===== src/hw/lfc_defines.svh =====
// Register offsets, field positions and reset values of the line format block
`ifndef LFC_DEFINES_SVH
`define LFC_DEFINES_SVH

`define LFC_ADDR_W         3
`define LFC_OFF_DATA       3'h0
`define LFC_OFF_DIV_HI     3'h1
`define LFC_OFF_FEATURE    3'h2
`define LFC_OFF_LINE_FMT   3'h3
`define LFC_OFF_LINE_STAT  3'h4

`define LFC_DAE_BIT        7
`define LFC_BRK_BIT        6
`define LFC_PFORCE_BIT     5
`define LFC_PEVEN_BIT      4
`define LFC_PON_BIT        3
`define LFC_STOP_BIT       2
`define LFC_LEN_MSB        1
`define LFC_LEN_LSB        0

`define LFC_LINE_FMT_RESET 8'h00
`define LFC_REG_ZERO       8'h00

`define LFC_ST_RX_READY    0
`define LFC_ST_OVERRUN     1
`define LFC_ST_PAR_ERR     2
`define LFC_ST_FRM_ERR     3
`define LFC_ST_BRK_DET     4
`define LFC_ST_HOLD_EMPTY  5
`define LFC_ST_TX_IDLE     6

`define LFC_LAST_IDX_BASE  3'h4
`define LFC_LEN_FIVE       2'h0
`define LFC_HALVES_BIT     3'h2
`define LFC_HALVES_STOP1   3'h2
`define LFC_HALVES_STOP15  3'h3
`define LFC_HALVES_STOP2   3'h4
`define LFC_CNT_ONE        16'h0001
`define LFC_FULL_MASK      8'hff

`endif


===== src/hw/lfc_pkg.sv =====
// Types of the line format block
package lfc_pkg;

  typedef enum logic [2:0] {
    TX_IDLE, TX_START, TX_DATA, TX_PAR, TX_STOP
  } lfc_tx_state_t;

  typedef enum logic [2:0] {
    RX_IDLE, RX_START, RX_DATA, RX_PAR, RX_STOP, RX_WAIT_HIGH
  } lfc_rx_state_t;

  typedef struct packed {
    logic [7:0]    line_fmt;
    logic [7:0]    div_lo;
    logic [7:0]    div_hi;
    logic [7:0]    feature;
    logic [7:0]    rdata;
    logic [7:0]    tx_hold;
    logic          tx_full;
    lfc_tx_state_t tx_st;
    logic [7:0]    tx_shift;
    logic [2:0]    tx_idx;
    logic [2:0]    tx_half;
    logic [15:0]   tx_cnt;
    logic          tx_par;
    logic          tx_bit;
    logic          serial_out;
    logic [2:0]    rx_sync;
    logic          rx_lvl;
    lfc_rx_state_t rx_st;
    logic [7:0]    rx_shift;
    logic [2:0]    rx_idx;
    logic [16:0]   rx_cnt;
    logic          rx_par_bad;
    logic          rx_allz;
    logic [7:0]    rx_data;
    logic          rx_ready;
    logic          overrun;
    logic          par_err;
    logic          frm_err;
    logic          brk_det;
  } lfc_state_t;

endpackage : lfc_pkg


===== src/hw/lfc_line_format.sv =====
// Line format control with character transmitter and receiver
`timescale 1ns/100ps
`default_nettype none
`include "lfc_defines.svh"

// Function
// - Divisor access bit high maps divisor latch and feature register; low after reset.
// - Break force bit high holds the serial output at logic 0.
// - Break persists whatever else happens until software clears it; resets to 0.
// - Parity on, forced, odd select: parity bit is 1 both ways.
// - Parity on, forced, even select: parity bit is 0 both ways.
// - Unforced parity: even select 0 gives odd ones count, 1 gives even.
// - Parity on appends and checks a parity bit; off by reset sends none.
// - Stop select with word length sets stop bit count; resets to 0.
// - Length field sets data bit count equally for transmit and receive.
module lfc_line_format #(
  parameter logic [15:0] DIV_RESET = 16'h0001
) (
  // Clock and reset
  input  wire logic                     clock,
  input  wire logic                     rst_b,
  // Register port
  input  wire logic [`LFC_ADDR_W-1:0]   reg_addr,
  input  wire logic [7:0]               reg_wdata,
  input  wire logic                     reg_wr,
  input  wire logic                     reg_rd,
  output logic      [7:0]               reg_rdata,
  // Serial line
  input  wire logic                     serial_in,
  output logic                          serial_out
);
  import lfc_pkg::*;

  lfc_state_t q_ff;
  lfc_state_t nxt_q;

  logic        dae;
  logic        pon;
  logic [1:0]  len_sel;
  logic [2:0]  last_idx;
  logic [7:0]  len_mask;
  logic [15:0] half_per;
  logic [16:0] full_per;
  logic [2:0]  stop_halves;
  logic [7:0]  status;
  // Timing strobes and the host's take of a received byte
  logic        host_takes_rx;
  logic        tx_half_done;
  logic        tx_bit_done;
  logic        rx_tick;
  logic [15:0] div_word;

  // Expected parity of masked data under the current format
  function automatic logic exp_parity(input logic [7:0] fmt, input logic [7:0] d);
    logic p;
    p = 1'b0;
    if (fmt[`LFC_PFORCE_BIT]) begin
      p = ~fmt[`LFC_PEVEN_BIT];
    end else if (fmt[`LFC_PEVEN_BIT]) begin
      p = ^d;
    end else begin
      p = ~(^d);
    end
    return p;
  endfunction : exp_parity

  always_comb begin
    dae      = q_ff.line_fmt[`LFC_DAE_BIT];
    pon      = q_ff.line_fmt[`LFC_PON_BIT];
    len_sel  = q_ff.line_fmt[`LFC_LEN_MSB:`LFC_LEN_LSB];
    last_idx = `LFC_LAST_IDX_BASE + {1'b0, len_sel};
    len_mask = `LFC_FULL_MASK >> (2'h3 - len_sel);
    div_word = {q_ff.div_hi, q_ff.div_lo};
    // A zero divisor would stall both engines, so it counts as one
    if (div_word == 16'h0000) begin
      half_per = `LFC_CNT_ONE;
    end else begin
      half_per = div_word;
    end
    full_per = {half_per, 1'b0};
    host_takes_rx = reg_rd && (reg_addr == `LFC_OFF_DATA) && !dae;
    tx_half_done  = (q_ff.tx_cnt == 16'h0000);
    tx_bit_done   = tx_half_done && (q_ff.tx_half == 3'h1);
    rx_tick       = (q_ff.rx_cnt == 17'h0_0000);
    // Half-bit granularity is what makes the 1.5 stop bit possible
    if (!q_ff.line_fmt[`LFC_STOP_BIT]) begin
      stop_halves = `LFC_HALVES_STOP1;
    end else if (len_sel == `LFC_LEN_FIVE) begin
      stop_halves = `LFC_HALVES_STOP15;
    end else begin
      stop_halves = `LFC_HALVES_STOP2;
    end
    status = `LFC_REG_ZERO;
    status[`LFC_ST_RX_READY]   = q_ff.rx_ready;
    status[`LFC_ST_OVERRUN]    = q_ff.overrun;
    status[`LFC_ST_PAR_ERR]    = q_ff.par_err;
    status[`LFC_ST_FRM_ERR]    = q_ff.frm_err;
    status[`LFC_ST_BRK_DET]    = q_ff.brk_det;
    status[`LFC_ST_HOLD_EMPTY] = ~q_ff.tx_full;
    status[`LFC_ST_TX_IDLE]    = (q_ff.tx_st == TX_IDLE);

    nxt_q = q_ff;
    nxt_q.rdata = `LFC_REG_ZERO;

    // Register reads; clears come before hardware sets below so sets win
    if (reg_rd) begin
      case (reg_addr)
        `LFC_OFF_DATA: begin
          if (dae) begin
            nxt_q.rdata = q_ff.div_lo;
          end else begin
            nxt_q.rdata    = q_ff.rx_data;
            nxt_q.rx_ready = 1'b0;
          end
        end
        `LFC_OFF_DIV_HI:    nxt_q.rdata = dae ? q_ff.div_hi : `LFC_REG_ZERO;
        `LFC_OFF_FEATURE:   nxt_q.rdata = dae ? q_ff.feature : `LFC_REG_ZERO;
        `LFC_OFF_LINE_FMT:  nxt_q.rdata = q_ff.line_fmt;
        `LFC_OFF_LINE_STAT: begin
          nxt_q.rdata   = status;
          nxt_q.overrun = 1'b0;
          nxt_q.par_err = 1'b0;
          nxt_q.frm_err = 1'b0;
          nxt_q.brk_det = 1'b0;
        end
        default:            nxt_q.rdata = `LFC_REG_ZERO;
      endcase
    end

    // Register writes; a data write while the holding slot is full is dropped
    if (reg_wr) begin
      case (reg_addr)
        `LFC_OFF_DATA: begin
          if (dae) begin
            nxt_q.div_lo = reg_wdata;
          end else if (!q_ff.tx_full) begin
            nxt_q.tx_hold = reg_wdata;
            nxt_q.tx_full = 1'b1;
          end
        end
        `LFC_OFF_DIV_HI: begin
          if (dae) begin
            nxt_q.div_hi = reg_wdata;
          end
        end
        `LFC_OFF_FEATURE: begin
          if (dae) begin
            nxt_q.feature = reg_wdata;
          end
        end
        `LFC_OFF_LINE_FMT:  nxt_q.line_fmt = reg_wdata;
        default: begin
        end
      endcase
    end

    // Transmitter
    if (q_ff.tx_st != TX_IDLE) begin
      if (tx_half_done) begin
        nxt_q.tx_cnt  = half_per - `LFC_CNT_ONE;
        nxt_q.tx_half = q_ff.tx_half - 3'h1;
      end else begin
        nxt_q.tx_cnt = q_ff.tx_cnt - `LFC_CNT_ONE;
      end
    end
    case (q_ff.tx_st)
      TX_IDLE: begin
        nxt_q.tx_bit = 1'b1;
        if (q_ff.tx_full) begin
          nxt_q.tx_full  = 1'b0;
          nxt_q.tx_shift = q_ff.tx_hold;
          nxt_q.tx_par   = exp_parity(q_ff.line_fmt, q_ff.tx_hold & len_mask);
          nxt_q.tx_bit   = 1'b0;
          nxt_q.tx_half  = `LFC_HALVES_BIT;
          nxt_q.tx_cnt   = half_per - `LFC_CNT_ONE;
          nxt_q.tx_st    = TX_START;
        end
      end
      TX_START, TX_DATA, TX_PAR, TX_STOP: begin
        if (tx_bit_done) begin
          nxt_q.tx_half = `LFC_HALVES_BIT;
          if (q_ff.tx_st == TX_START) begin
            nxt_q.tx_idx = 3'h0;
            nxt_q.tx_bit = q_ff.tx_shift[0];
            nxt_q.tx_st  = TX_DATA;
          end else if (q_ff.tx_st == TX_DATA && q_ff.tx_idx != last_idx) begin
            nxt_q.tx_idx = q_ff.tx_idx + 3'h1;
            nxt_q.tx_bit = q_ff.tx_shift[q_ff.tx_idx + 3'h1];
          end else if (q_ff.tx_st == TX_DATA && pon) begin
            nxt_q.tx_bit = q_ff.tx_par;
            nxt_q.tx_st  = TX_PAR;
          end else if (q_ff.tx_st != TX_STOP) begin
            nxt_q.tx_bit  = 1'b1;
            nxt_q.tx_half = stop_halves;
            nxt_q.tx_st   = TX_STOP;
          end else begin
            nxt_q.tx_bit = 1'b1;
            nxt_q.tx_st  = TX_IDLE;
          end
        end
      end
      default: nxt_q.tx_st = TX_IDLE;
    endcase
    // Break overrides the character engine, which keeps running underneath
    if (nxt_q.line_fmt[`LFC_BRK_BIT]) begin
      nxt_q.serial_out = 1'b0;
    end else begin
      nxt_q.serial_out = nxt_q.tx_bit;
    end

    // Receive synchroniser: a change is taken once stages two and three agree
    nxt_q.rx_sync = {q_ff.rx_sync[1:0], serial_in};
    if (q_ff.rx_sync[1] == q_ff.rx_sync[2]) begin
      nxt_q.rx_lvl = q_ff.rx_sync[2];
    end

    // Receiver samples mid-bit, timed from the start edge
    if (q_ff.rx_st != RX_IDLE && q_ff.rx_st != RX_WAIT_HIGH) begin
      if (rx_tick) begin
        nxt_q.rx_cnt = full_per - 17'h0_0001;
      end else begin
        nxt_q.rx_cnt = q_ff.rx_cnt - 17'h0_0001;
      end
    end
    case (q_ff.rx_st)
      RX_IDLE: begin
        if (!q_ff.rx_lvl) begin
          nxt_q.rx_cnt = {1'b0, half_per} - 17'h0_0001;
          nxt_q.rx_st  = RX_START;
        end
      end
      RX_START: begin
        if (q_ff.rx_cnt == 17'h0_0000) begin
          if (q_ff.rx_lvl) begin
            nxt_q.rx_st = RX_IDLE;                              // False start
          end else begin
            nxt_q.rx_idx   = 3'h0;
            nxt_q.rx_shift = `LFC_REG_ZERO;
            nxt_q.rx_allz  = 1'b1;
            nxt_q.rx_st    = RX_DATA;
          end
        end
      end
      RX_DATA: begin
        if (q_ff.rx_cnt == 17'h0_0000) begin
          nxt_q.rx_shift[q_ff.rx_idx] = q_ff.rx_lvl;
          nxt_q.rx_allz = q_ff.rx_allz & ~q_ff.rx_lvl;
          nxt_q.rx_par_bad = 1'b0;
          if (q_ff.rx_idx != last_idx) begin
            nxt_q.rx_idx = q_ff.rx_idx + 3'h1;
          end else begin
            nxt_q.rx_st = pon ? RX_PAR : RX_STOP;
          end
        end
      end
      RX_PAR: begin
        if (q_ff.rx_cnt == 17'h0_0000) begin
          nxt_q.rx_par_bad = q_ff.rx_lvl != exp_parity(q_ff.line_fmt, q_ff.rx_shift);
          nxt_q.rx_allz    = q_ff.rx_allz & ~q_ff.rx_lvl;
          nxt_q.rx_st      = RX_STOP;
        end
      end
      RX_STOP: begin
        if (q_ff.rx_cnt == 17'h0_0000) begin
          nxt_q.rx_data  = q_ff.rx_shift;
          nxt_q.rx_ready = 1'b1;
          // Unread byte is lost; this set beats a status-read clear in the same cycle
          nxt_q.overrun  = nxt_q.overrun | (q_ff.rx_ready & ~host_takes_rx);
          nxt_q.par_err  = nxt_q.par_err | q_ff.rx_par_bad;
          nxt_q.frm_err  = nxt_q.frm_err | ~q_ff.rx_lvl;
          nxt_q.brk_det  = nxt_q.brk_det | (q_ff.rx_allz & ~q_ff.rx_lvl);
          // Only the first stop bit is checked; a low line must rise before rearming
          nxt_q.rx_st    = q_ff.rx_lvl ? RX_IDLE : RX_WAIT_HIGH;
        end
      end
      RX_WAIT_HIGH: begin
        if (q_ff.rx_lvl) begin
          nxt_q.rx_st = RX_IDLE;
        end
      end
      default: nxt_q.rx_st = RX_IDLE;
    endcase
  end

  always_ff @(posedge clock or negedge rst_b) begin
    if (!rst_b) begin
      q_ff            <= '0;
      q_ff.line_fmt   <= `LFC_LINE_FMT_RESET;
      q_ff.div_lo     <= DIV_RESET[7:0];
      q_ff.div_hi     <= DIV_RESET[15:8];
      q_ff.tx_bit     <= 1'b1;
      q_ff.serial_out <= 1'b1;
      q_ff.rx_sync    <= 3'h7;
      q_ff.rx_lvl     <= 1'b1;
    end else begin
      q_ff <= nxt_q;
    end
  end

  assign reg_rdata  = q_ff.rdata;
  assign serial_out = q_ff.serial_out;

endmodule : lfc_line_format
`default_nettype wire


===== config.mk =====
export PLATFORM = sky130hd
export DESIGN_NAME = lfc_line_format
export DESIGN_NICKNAME = d
export VERILOG_FILES = /design/src/hw/lfc_pkg.sv /design/src/hw/lfc_line_format.sv
export VERILOG_INCLUDE_DIRS = /design/src /design/src/hw
export SDC_FILE = /design/constraint.sdc
export NUM_CORES = 1
export LEC_CHECK = 0
export BUFFER_PORTS_ARGS = -buffer_cell sky130_fd_sc_hd__buf_4
export CORE_UTILIZATION = 30
export CTS_CLUSTER_SIZE = 16
export DETAILED_ROUTE_END_ITERATION = 6
export GPL_TIMING_DRIVEN = 0
export RECOVER_POWER = 25
export SYNTH_ARGS = -nofsm -noshare
export SYNTH_HDL_FRONTEND = slang
export SYNTH_SLANG_ARGS = --single-unit

===== constraint.sdc =====
create_clock -name clock -period 2.6 [get_ports clock]
set_input_delay 0.26 -clock clock [delete_from_list [all_inputs] [get_ports clock]]
set_output_delay 0.26 -clock clock [all_outputs]
set_load 0.1 [all_outputs]

# --- After elaboration in Yosys (flattened, before gate mapping) ---
# Cells that the tools add are included.
word_totals:
  ff_bits: 135
  inputBits: 16
  out_inout_bits: 9
  wordCells: 215
classes:
  n_addsub: 10
  order_cmp: 3
  eq_ne: 32
  n_shift: 1
  muxes: 87
  n_bitwise: 14
  reduce_logical: 38
ops:
  columns: ["operator", "n"]
  rows:
  - ["two-way mux 17 bit", 5]
  - ["two-way mux 8 bit", 10]
  - ["two-way mux 3 bit", 23]
  - ["one-hot mux 8 bit (5 select lines)", 1]
  - ["subtractor 17 x 1 -> 17 bit (second input constant)", 2]
  - ["logical NOT 16 bit", 2]
  - ["two-way mux 16 bit", 2]
  - ["subtractor 16 x 1 -> 16 bit (second input constant)", 2]
  - ["two-way mux 31 bit", 1]
  - ["two-way mux 14 bit", 2]
  - ["!= test 2 bit (second input constant)", 11]
  - ["one-hot mux 11 bit (2 select lines)", 1]
  - ["two-way mux 1 bit", 21]
  - ["two-way mux 21 bit", 1]
  - ["two-way mux 19 bit", 1]
  - ["equality test 3 x 2 -> 1 bit (second input constant)", 6]
  - ["one-hot mux 3 bit (6 select lines)", 1]
  - ["AND reduction 3 bit", 6]
  - ["logical NOT 17 bit", 1]
  - ["subtractor 16 x 1 -> 17 bit (second input constant)", 1]
  - ["XOR reduction 8 bit", 2]
  - ["two-way mux 5 bit", 3]
  - ["equality test 3 x 1 -> 1 bit (second input constant)", 4]
  - ["equality test 3 bit (second input constant)", 4]
  - ["other kinds (37)", 72]

# --- Depth between registers and ports, before layout ---
# Gate-level depths: netlist of run 1.
logic_depth:
  word_depth: 10
  ltp_mapped: 12
  mapped_depth_nobuf: 11

# --- Worst setup path after synthesis of run 1 ---
# OpenSTA, ideal clock, no wires.
synth_path:
  path_type: "register to register"
  startpoint: "reg q_ff (netlist bit div_word[4])"
  endpoint: "reg q_ff[26] in the netlist's numbering"
  setup_ns: 0.094
  arrival_time_ns: 2.524
  required_ns: 2.506
  path_slack_ns: -0.018
  stages_incl_launch_ff: 12
  n_path_buf: 1
  synth_period_minus_slack_ns: 2.618
  cell_sequence: "dfrtp_1 buf_2 nor4_4 nand3_1 nor4_1 nor2_1 ha_1 nor3b_2 nand3_1 xor2_1 a221o_1 a221oi_2"
synth_rtl:
  columns: ["element", "line_no", "rtl"]
  rows:
  - ["start: declaration", "lfc_line_format.sv:34", "lfc_state_t q_ff;"]
  - ["start signal: assignment", "lfc_line_format.sv:296", "q_ff <= nxt_q;"]

==> results of run 1 <==
-- critical path, stage by stage, from the launching register on --
cell	delay [ps]
dfrtp_2	410
or4_4	550
nor4_4	250
nor2_2	80
ha_2	200
nor3b_4	170
nand2_1	120
xor2_2	210
buf_4	150
a32oi_1	50
o21ai_0	130
a21oi_1	80
-- cell usage in the layout, fill, tap and decap left out, drive strengths merged, types with 9 or more instances in the layout --
cell type,count
nand2,102
mux2,49
dfrtp,128
a21oi,40
nor4,9
buf,59
nor3,23
a31oi,9
nand3,19
nor2,60
o21ai,68
clkbuf,44
mux2i,14
xor2,10
inv,27
or3,12
xnor2,22
-- registers in the layout (all words and copies together) (netlist names) --
signal	count
nxt_q	2
reg_rdata	8
len_sel	2
q_ff	104
dae	1
pon	1
div_word	16
serial_out	1
-- stage by stage --
step                      cell area, um2  hold WS [ps]  std cells  total power (W)
after floorplan                     7440         -35.6        764          0.00509
after CTS                           8820          87.2       1156          0.00844
after global routing                9030          90.2       1168          0.00913
after global placement              8020           349       1112          0.00577
final                               9030           106       1168          0.00866
after detailed placement            8060           308       1113          0.00584
-- logic make-up after synthesis --
family | count (synthesis) | synth area share (%)
mux | 65 | 9.91
simple gates | 268 | 18.4
compound gates | 198 | 17.3
xor+xnor | 33 | 4.07
fa+ha+maj | 8 | 1.31
buf+inv | 57 | 3.46
flops | 135 | 45.5
-- metal layers --
layer / global-route usage (%) / routed length [um] / share of wire, % / vias up
met5: 0 / 0 / 0 / -
met4: 6.42 / 358 / 1.8 / 0
met3: 3.02 / 1040 / 5.3 / 28
met2: 24.8 / 9190 / 46 / 219
met1: 22.0 / 9210 / 47 / 3129
li1: - / - / - / 2935
-- worst paths after layout --
path | startpoint | end | slack (ps) | cells after the start
setup / recovery | div_word[12] | q_ff[21] | 50 | 11
hold / removal | reg_rd | q_ff[3] | 110 | 2
setup reg to reg | div_word[12] | q_ff[21] | 50 | 11
hold reg to reg | nxt_q[48] | nxt_q[49] | 360 | 0
max in group asynchronous | rst_b | div_word[4] | 370 | 3
min in group asynchronous | rst_b | q_ff[74] | 810 | 2
-- timing repair --
item | CTS | global route
setup buffers | 10 | 12
pin swaps | 5 | 14
cloned | 0 | 0
endpoints found under the setup margin | 21 | 49
hold buffers | 2 | 0
resized for setup | 19 | 31
endpoints found under the hold margin | 60 | 0
-- report_power, final --
part / internal [W] / leakage [nW] / total [W] / switching [W]
Clock: 0.00136 / 0.287 / 0.00239 / 0.00104
Sequential: 0.00270 / 1.69 / 0.00335 / 0.000646
Combinational: 0.00137 / 1.74 / 0.00292 / 0.00154
Total: 0.00543 / 3.72 / 0.00866 / 0.00322
-- final cells by class --
| cell class | instances | area (um2) |
|---|---|---|
| timing repair buffer | 49 | 374 |
| buffer | 39 | 190 |
| clock inverter | 15 | 158 |
| multi-input combinational | 572 | 4020 |
| inverter | 17 | 63.8 |
| clock buffer | 17 | 425 |
| fill | 2382 | 15300 |
| tap | 324 | 405 |
| sequential | 135 | 3400 |
==> metrics.md, run 1 <==
| Metric | Value |
|---|---|
| Via count | `6311` |
| CP endpoint kind | `flip-flop` |
| Antenna-violating nets left | `0` |
| Cell taking the most area after synthesis | `dfrtp_1` |
| Die H | `between 150 and 200 um` |
| DRC | `0` |
| Total gr overflow | `0` |
| Pin count of the biggest net entering global routing | `74` |
| Worst min-delay path class | `primary input to flip-flop` |
| Max Clock Freq | `between 300 and 400 MHz` |
| Die Area | `25400 um2` |
| Worst Tran Pin Value | `1650 ps` |
| Port Buf Inserts | `24` |
| Routed wire length per instance | `16.9 um` |
| CTS sink cnt | `135` |
| PwrDens | `958 nW/um2` |
| Dpl hpwl | `between 10000 and 15000 um` |
| Final Hold Fails | `0` |
| Final Util | `between 30 and 40%` |
| Top cells by area, synth | `dfrtp_1 43%, mux2_2 7.4%, nand2_1 5.1%, o21ai_0 4.1%, nor2_1 3.0%` |
| Register bit total from synthesis | `135` |
| Tmin final | `2550 ps` |
| First-pass GRT wire length | `around 32000 um` |
| CTS tree | `done` |
| FFs w/ async S/R, synth | `100%` |
| Max Cap Viol | `1` |
| Clock-pin slew on the worst setup and hold paths | `roughly 70 ps` |
| Syn nets | `approximately 800` |
| Share of the synthesized area in the top cell type | `~43%` |
| Crit path DAT | `2830 ps` |
| Die X | `159 um` |
| Synth cell count leaders | `128 x dfrtp_1, 102 x nand2_1, 61 x o21ai_0, 59 x nor2_1, 49 x mux2_2` |
| WS Path Type | `flip-flop to flip-flop` |
| Seq/Total Area, Yosys | `45.5%` |
| Dominant cell by count in the synthesized netlist | `dfrtp_1` |
| Htree depth | `4` |
| Syn Inst Count | `roughly 760` |
| Clock Skew | `a little under 10 ps` |
| Final setup viols | `0` |
| Clk buf depth | `2` |
| Distinct cell type count after synthesis | `79` |
| Max Slew Vio Count | `64` |
| Antenna cells | `0` |
| Syn-to-layout area delta | `21.4%` |
| Lkg Pwr | `about 3.7 nW` |
| Final nets | `854` |
| Core area | `24300 um2` |
| Violated checks | `capacitance limit, slew limit` |
| Vias per cell | `5.40` |
| Average size of a mapped cell | `~9.7 um2` |
| Synth warn | `0` |
| Outcome | `finished, violations left` |
| Maximum net fanout on the critical path | `7` |
| GRT Util Overall | `16.0%` |
| Initial antenna violation count | `0` |
| DR iter-0 viols | `519` |
| RSZ-0062 raised after global routing | `true` |
| Final worst-path cycle share | `a little over nine tenths` |
| Normalized max-slew margin | `-9.89%` |
| Share of cells above drive strength 1 | `24.6%` |
| Final wirelength | `19800 um` |
| Predominant post-synthesis flop cell | `dfrtp_1` |
| Peak supply drop | `0.565 mV` |
| 1st-pass router iterations | `7` |
| Worst endpoint required time | `2880 ps` |
| Vias in the first global route | `6071` |
| EDFF count, synth | `0` |
| CTS Buf Count | `17` |
| GP Congestion | `0.831` |
| Final WS setup | `49.0 ps` |
| Cell Area, Synth | `7440 um2` |
| I/O Pins | `25` |
| Site Rows | `57` |
| Starting density of the core | `30.6%` |
| Setup TNS | `0 ps` |
| CP startpoint kind | `flip-flop` |
| Clk Latency, worst-skew pair | `430 ps` |
| Pre-CTS WS | `-594 ps` |
| CTS Root Cell | `clkbuf_16` |
Power figures use the tool's default switching activity.
==> run 2, diff against run 1 <==
--- a/config.mk
+++ b/config.mk
@@ -10,8 +10,9 @@
 export CORE_UTILIZATION = 30
 export CTS_CLUSTER_SIZE = 16
 export DETAILED_ROUTE_END_ITERATION = 6
-export GPL_TIMING_DRIVEN = 0
+export HOLD_SLACK_MARGIN = 0.15
 export RECOVER_POWER = 25
+export SETUP_SLACK_MARGIN = 0.15
 export SYNTH_ARGS = -nofsm -noshare
 export SYNTH_HDL_FRONTEND = slang
 export SYNTH_SLANG_ARGS = --single-unit
==> run 2 against run 1 <==
The flow still finishes with violations (capacitance limit, slew limit). Clock skew up 2.3 ps. Maximum frequency grew 3.5%. Worst setup slack improved by 87 ps. First-iteration DRC count is 15% lower. Largest cell class unchanged. Largest power group unchanged.
==> metrics.md, run 2 (synthesis results as in run 1) <==
| Metric | Value |
|---|---|
| Max Slew Vio Count | `67 (+4.7%)` |
| WS Path Type | `flip-flop to flip-flop` |
| Die X | `159 um (unchanged)` |
| Largest reg by FF count | `q_ff` |
| Clock Skew | `12.2 ps (+2.27 ps)` |
| Commonest non-fill, non-tap cell in the layout | `dfrtp_1` |
| CTS sink cnt | `135 (unchanged)` |
| Final Instance Area | `9310 um2 (+3.1%)` |
| Final setup viols | `0 (unchanged)` |
| PwrDens | `964 nW/um2 (+0.58%)` |
| Htree depth | `4 (unchanged)` |
| Violated checks | `capacitance limit, slew limit` |
| Cells on worst reg2reg path | `10 (-1)` |
| CTS Root Cell | `clkbuf_16` |
| Clk Latency, worst-skew pair | `430 ps (about the same)` |
| Total gr overflow | `0 (unchanged)` |
| Worst min-delay path class | `primary input to flip-flop` |
| Maximum net fanout on the critical path | `7 (unchanged)` |
| Worst endpoint required time | `2930 ps (+50 ps)` |
| Max Clock Freq | `406 MHz (+3.5%)` |
| Initial antenna violation count | `0 (unchanged)` |
| Vias per cell | `5.24 (-3.1%)` |
| Core area | `24300 um2 (unchanged)` |
| Peak supply drop | `0.586 mV (+3.7%)` |
| CTS Buf Count | `17 (unchanged)` |
| Syn-to-layout area delta | `25.2%` |
| Commonest cells after routing, fill and taps aside | `128 x dfrtp_1, 98 x nand2_1, 87 x buf_4, 56 x nor2_1, 52 x o21ai_0` |
| Normalized max-slew margin | `-12.0% (-2.1 points)` |
| Pre-CTS WS | `-55.7 ps (+538 ps)` |
| Cell count along the critical path | `10 (-1)` |
| DR iter-0 viols | `439 (-15%)` |
| Routed wire length per instance | `16.8 um (-0.78%)` |
| RSZ-0062 raised after global routing | `true` |
| Clock-pin slew on the worst setup and hold paths | `60 ps (about the same)` |
| Cell Area, Placed | `8290 um2 (+2.9%)` |
| Via count | `6183 (-2.0%)` |
| CTS tree | `done` |
| CP bufs+invs | `0 (-1)` |
| Final WS setup | `136 ps (+86.7 ps)` |
| Final wirelength | `19900 um (+0.32%)` |
| R2R setup slack | `140 ps (+90 ps)` |
| GP Congestion | `0.843 (+1.5%)` |
| 1st-pass router iterations | `6 (-1)` |
| Cell Chain, Critical Path | `nor4_4, nand3_2, nor4_4, nor2_1, ha_2, nor3b_4, nand3_2, xor2_4, a221o_1, a221oi_2` |
| Outcome | `finished, violations left` |
| Setup TNS | `0 ps (unchanged)` |
| Crit path DAT | `2790 ps (-40 ps)` |
| Lkg Pwr | `3.90 nW (+4.8%)` |
| Worst setup endpoint | `q_ff[26]` |
| Clk buf depth | `2 (unchanged)` |
| Die H | `159 um (unchanged)` |
| GRT Util Overall | `16.1% (+0.058 points)` |
| Antenna-violating nets left | `0 (unchanged)` |
| R2R Path End | `q_ff[26]` |
| First-pass GRT wire length | `32700 um (+0.92%)` |
| I/O Pins | `25 (unchanged)` |
| Site Rows | `57 (unchanged)` |
| Worst Tran Pin Value | `1680 ps (+31.3 ps)` |
| Starting density of the core | `30.6% (unchanged)` |
| CP endpoint kind | `flip-flop` |
| Vias in the first global route | `6068 (-0.049%)` |
| CP startpoint kind | `flip-flop` |
| Final Hold Fails | `0 (unchanged)` |
| Slowest stage delay, CP | `420 ps (-130 ps)` |
| CP startpoint | `div_word[4]` |
| Antenna cells | `0 (unchanged)` |
| Dpl hpwl | `14100 um (+3.0%)` |
| Worst hold path stage count | `4 (+2)` |
| Final Util | `38.3% (+1.1 points)` |
| Max Cap Viol | `1 (unchanged)` |
| Largest register FFs | `104 (unchanged)` |
| Reg2reg start | `div_word[4]` |
| Final worst-path cycle share | `94.8% (-3.3 points)` |
| Critical Path Slowest Stage Cell | `dfrtp_1` |
| Port Buf Inserts | `24 (unchanged)` |
| Die Area | `25400 um2 (unchanged)` |
| CP delay by family, top | `simple AND/OR/NAND/NOR gates` |
| Pwr Total | `0.00898 W (+3.7%)` |
| Share of cells above drive strength 1 | `27.5% (+2.9 points)` |
| Final nets | `867 (+1.5%)` |
| Tmin final | `2460 ps (-86.7 ps)` |
| Pin count of the biggest net entering global routing | `68 (-8.1%)` |
| DRC | `0 (unchanged)` |
==> run 2: cell types whose count changed in the layout (fill, tap and decap cells not counted), sizes merged <==
cell         previous run  this run
buf                    59        88
clkbuf                 44        19
dlygate4sd3             2        11
inv                    27        24
bufinv                  1         3
clkinvlp                1         2
==> run 2: worst min path at each step <==
stage | start | end
after floorplan | rst_b | dae
after global placement | rst_b | q_ff[74]
after detailed placement | rst_b | q_ff[72]
after CTS | reg_addr[1] | reg_rdata[5]
after global routing | reg_addr[1] | reg_rdata[5]
final | reg_addr[1] | reg_rdata[5]
==> run 2: layout make-up <==
type	count	area [um2]
sequential	135	3390
multi-input combinational	572	4040
fill	2351	15000
tap	324	405
clock buffer	17	425
timing repair buffer	101	796
clock inverter	15	191
inverter	17	63.8
==> run 2: repair_timing <==
| action | in CTS | in global routing |
|---|---|---|
| endpoints found under the setup margin | 16 | 43 |
| hold endpoints to repair | 103 | 0 |
| gates resized for setup | 7 | 50 |
| cloned | 0 | 0 |
| setup buffers | 2 | 6 |
| hold buffers | 11 | 0 |
| pin swaps | 2 | 23 |
==> run 2: tightest hold or removal path: cells and delay by family <==
kind | cells | cell delay [ps]
buffers and inverters | 1 | 160
and+or+nand+nor | 1 | 80
AOI/OAI and AO/OA | 2 | 180
==> run 2: per-stage QoR <==
| step | hold WS (ps) | std cells |
|---|---|---|
| after detailed placement | 307 | 1130 |
| after CTS | 277 | 1175 |
| after global routing | 317 | 1181 |
| after global placement | 305 | 1130 |
| after floorplan | -35.6 | 764 |
| final | 311 | 1181 |
==> run 2: power breakdown <==
part | leakage (nW) | switching, W | internal, W
logic | 1.90 | 0.00159 | 0.00151
registers | 1.70 | 0.000636 | 0.00269
clock network | 0.298 | 0.00101 | 0.00153
==> run 2: layer usage <==
metal  up-vias  GRT usage, %  wire length, um
li1       2962             -                -
met1      3035          22.2             9300
met2       170          25.2             9200
met3        16          3.23             1090
met4         0          5.03              273
met5         -             0                0
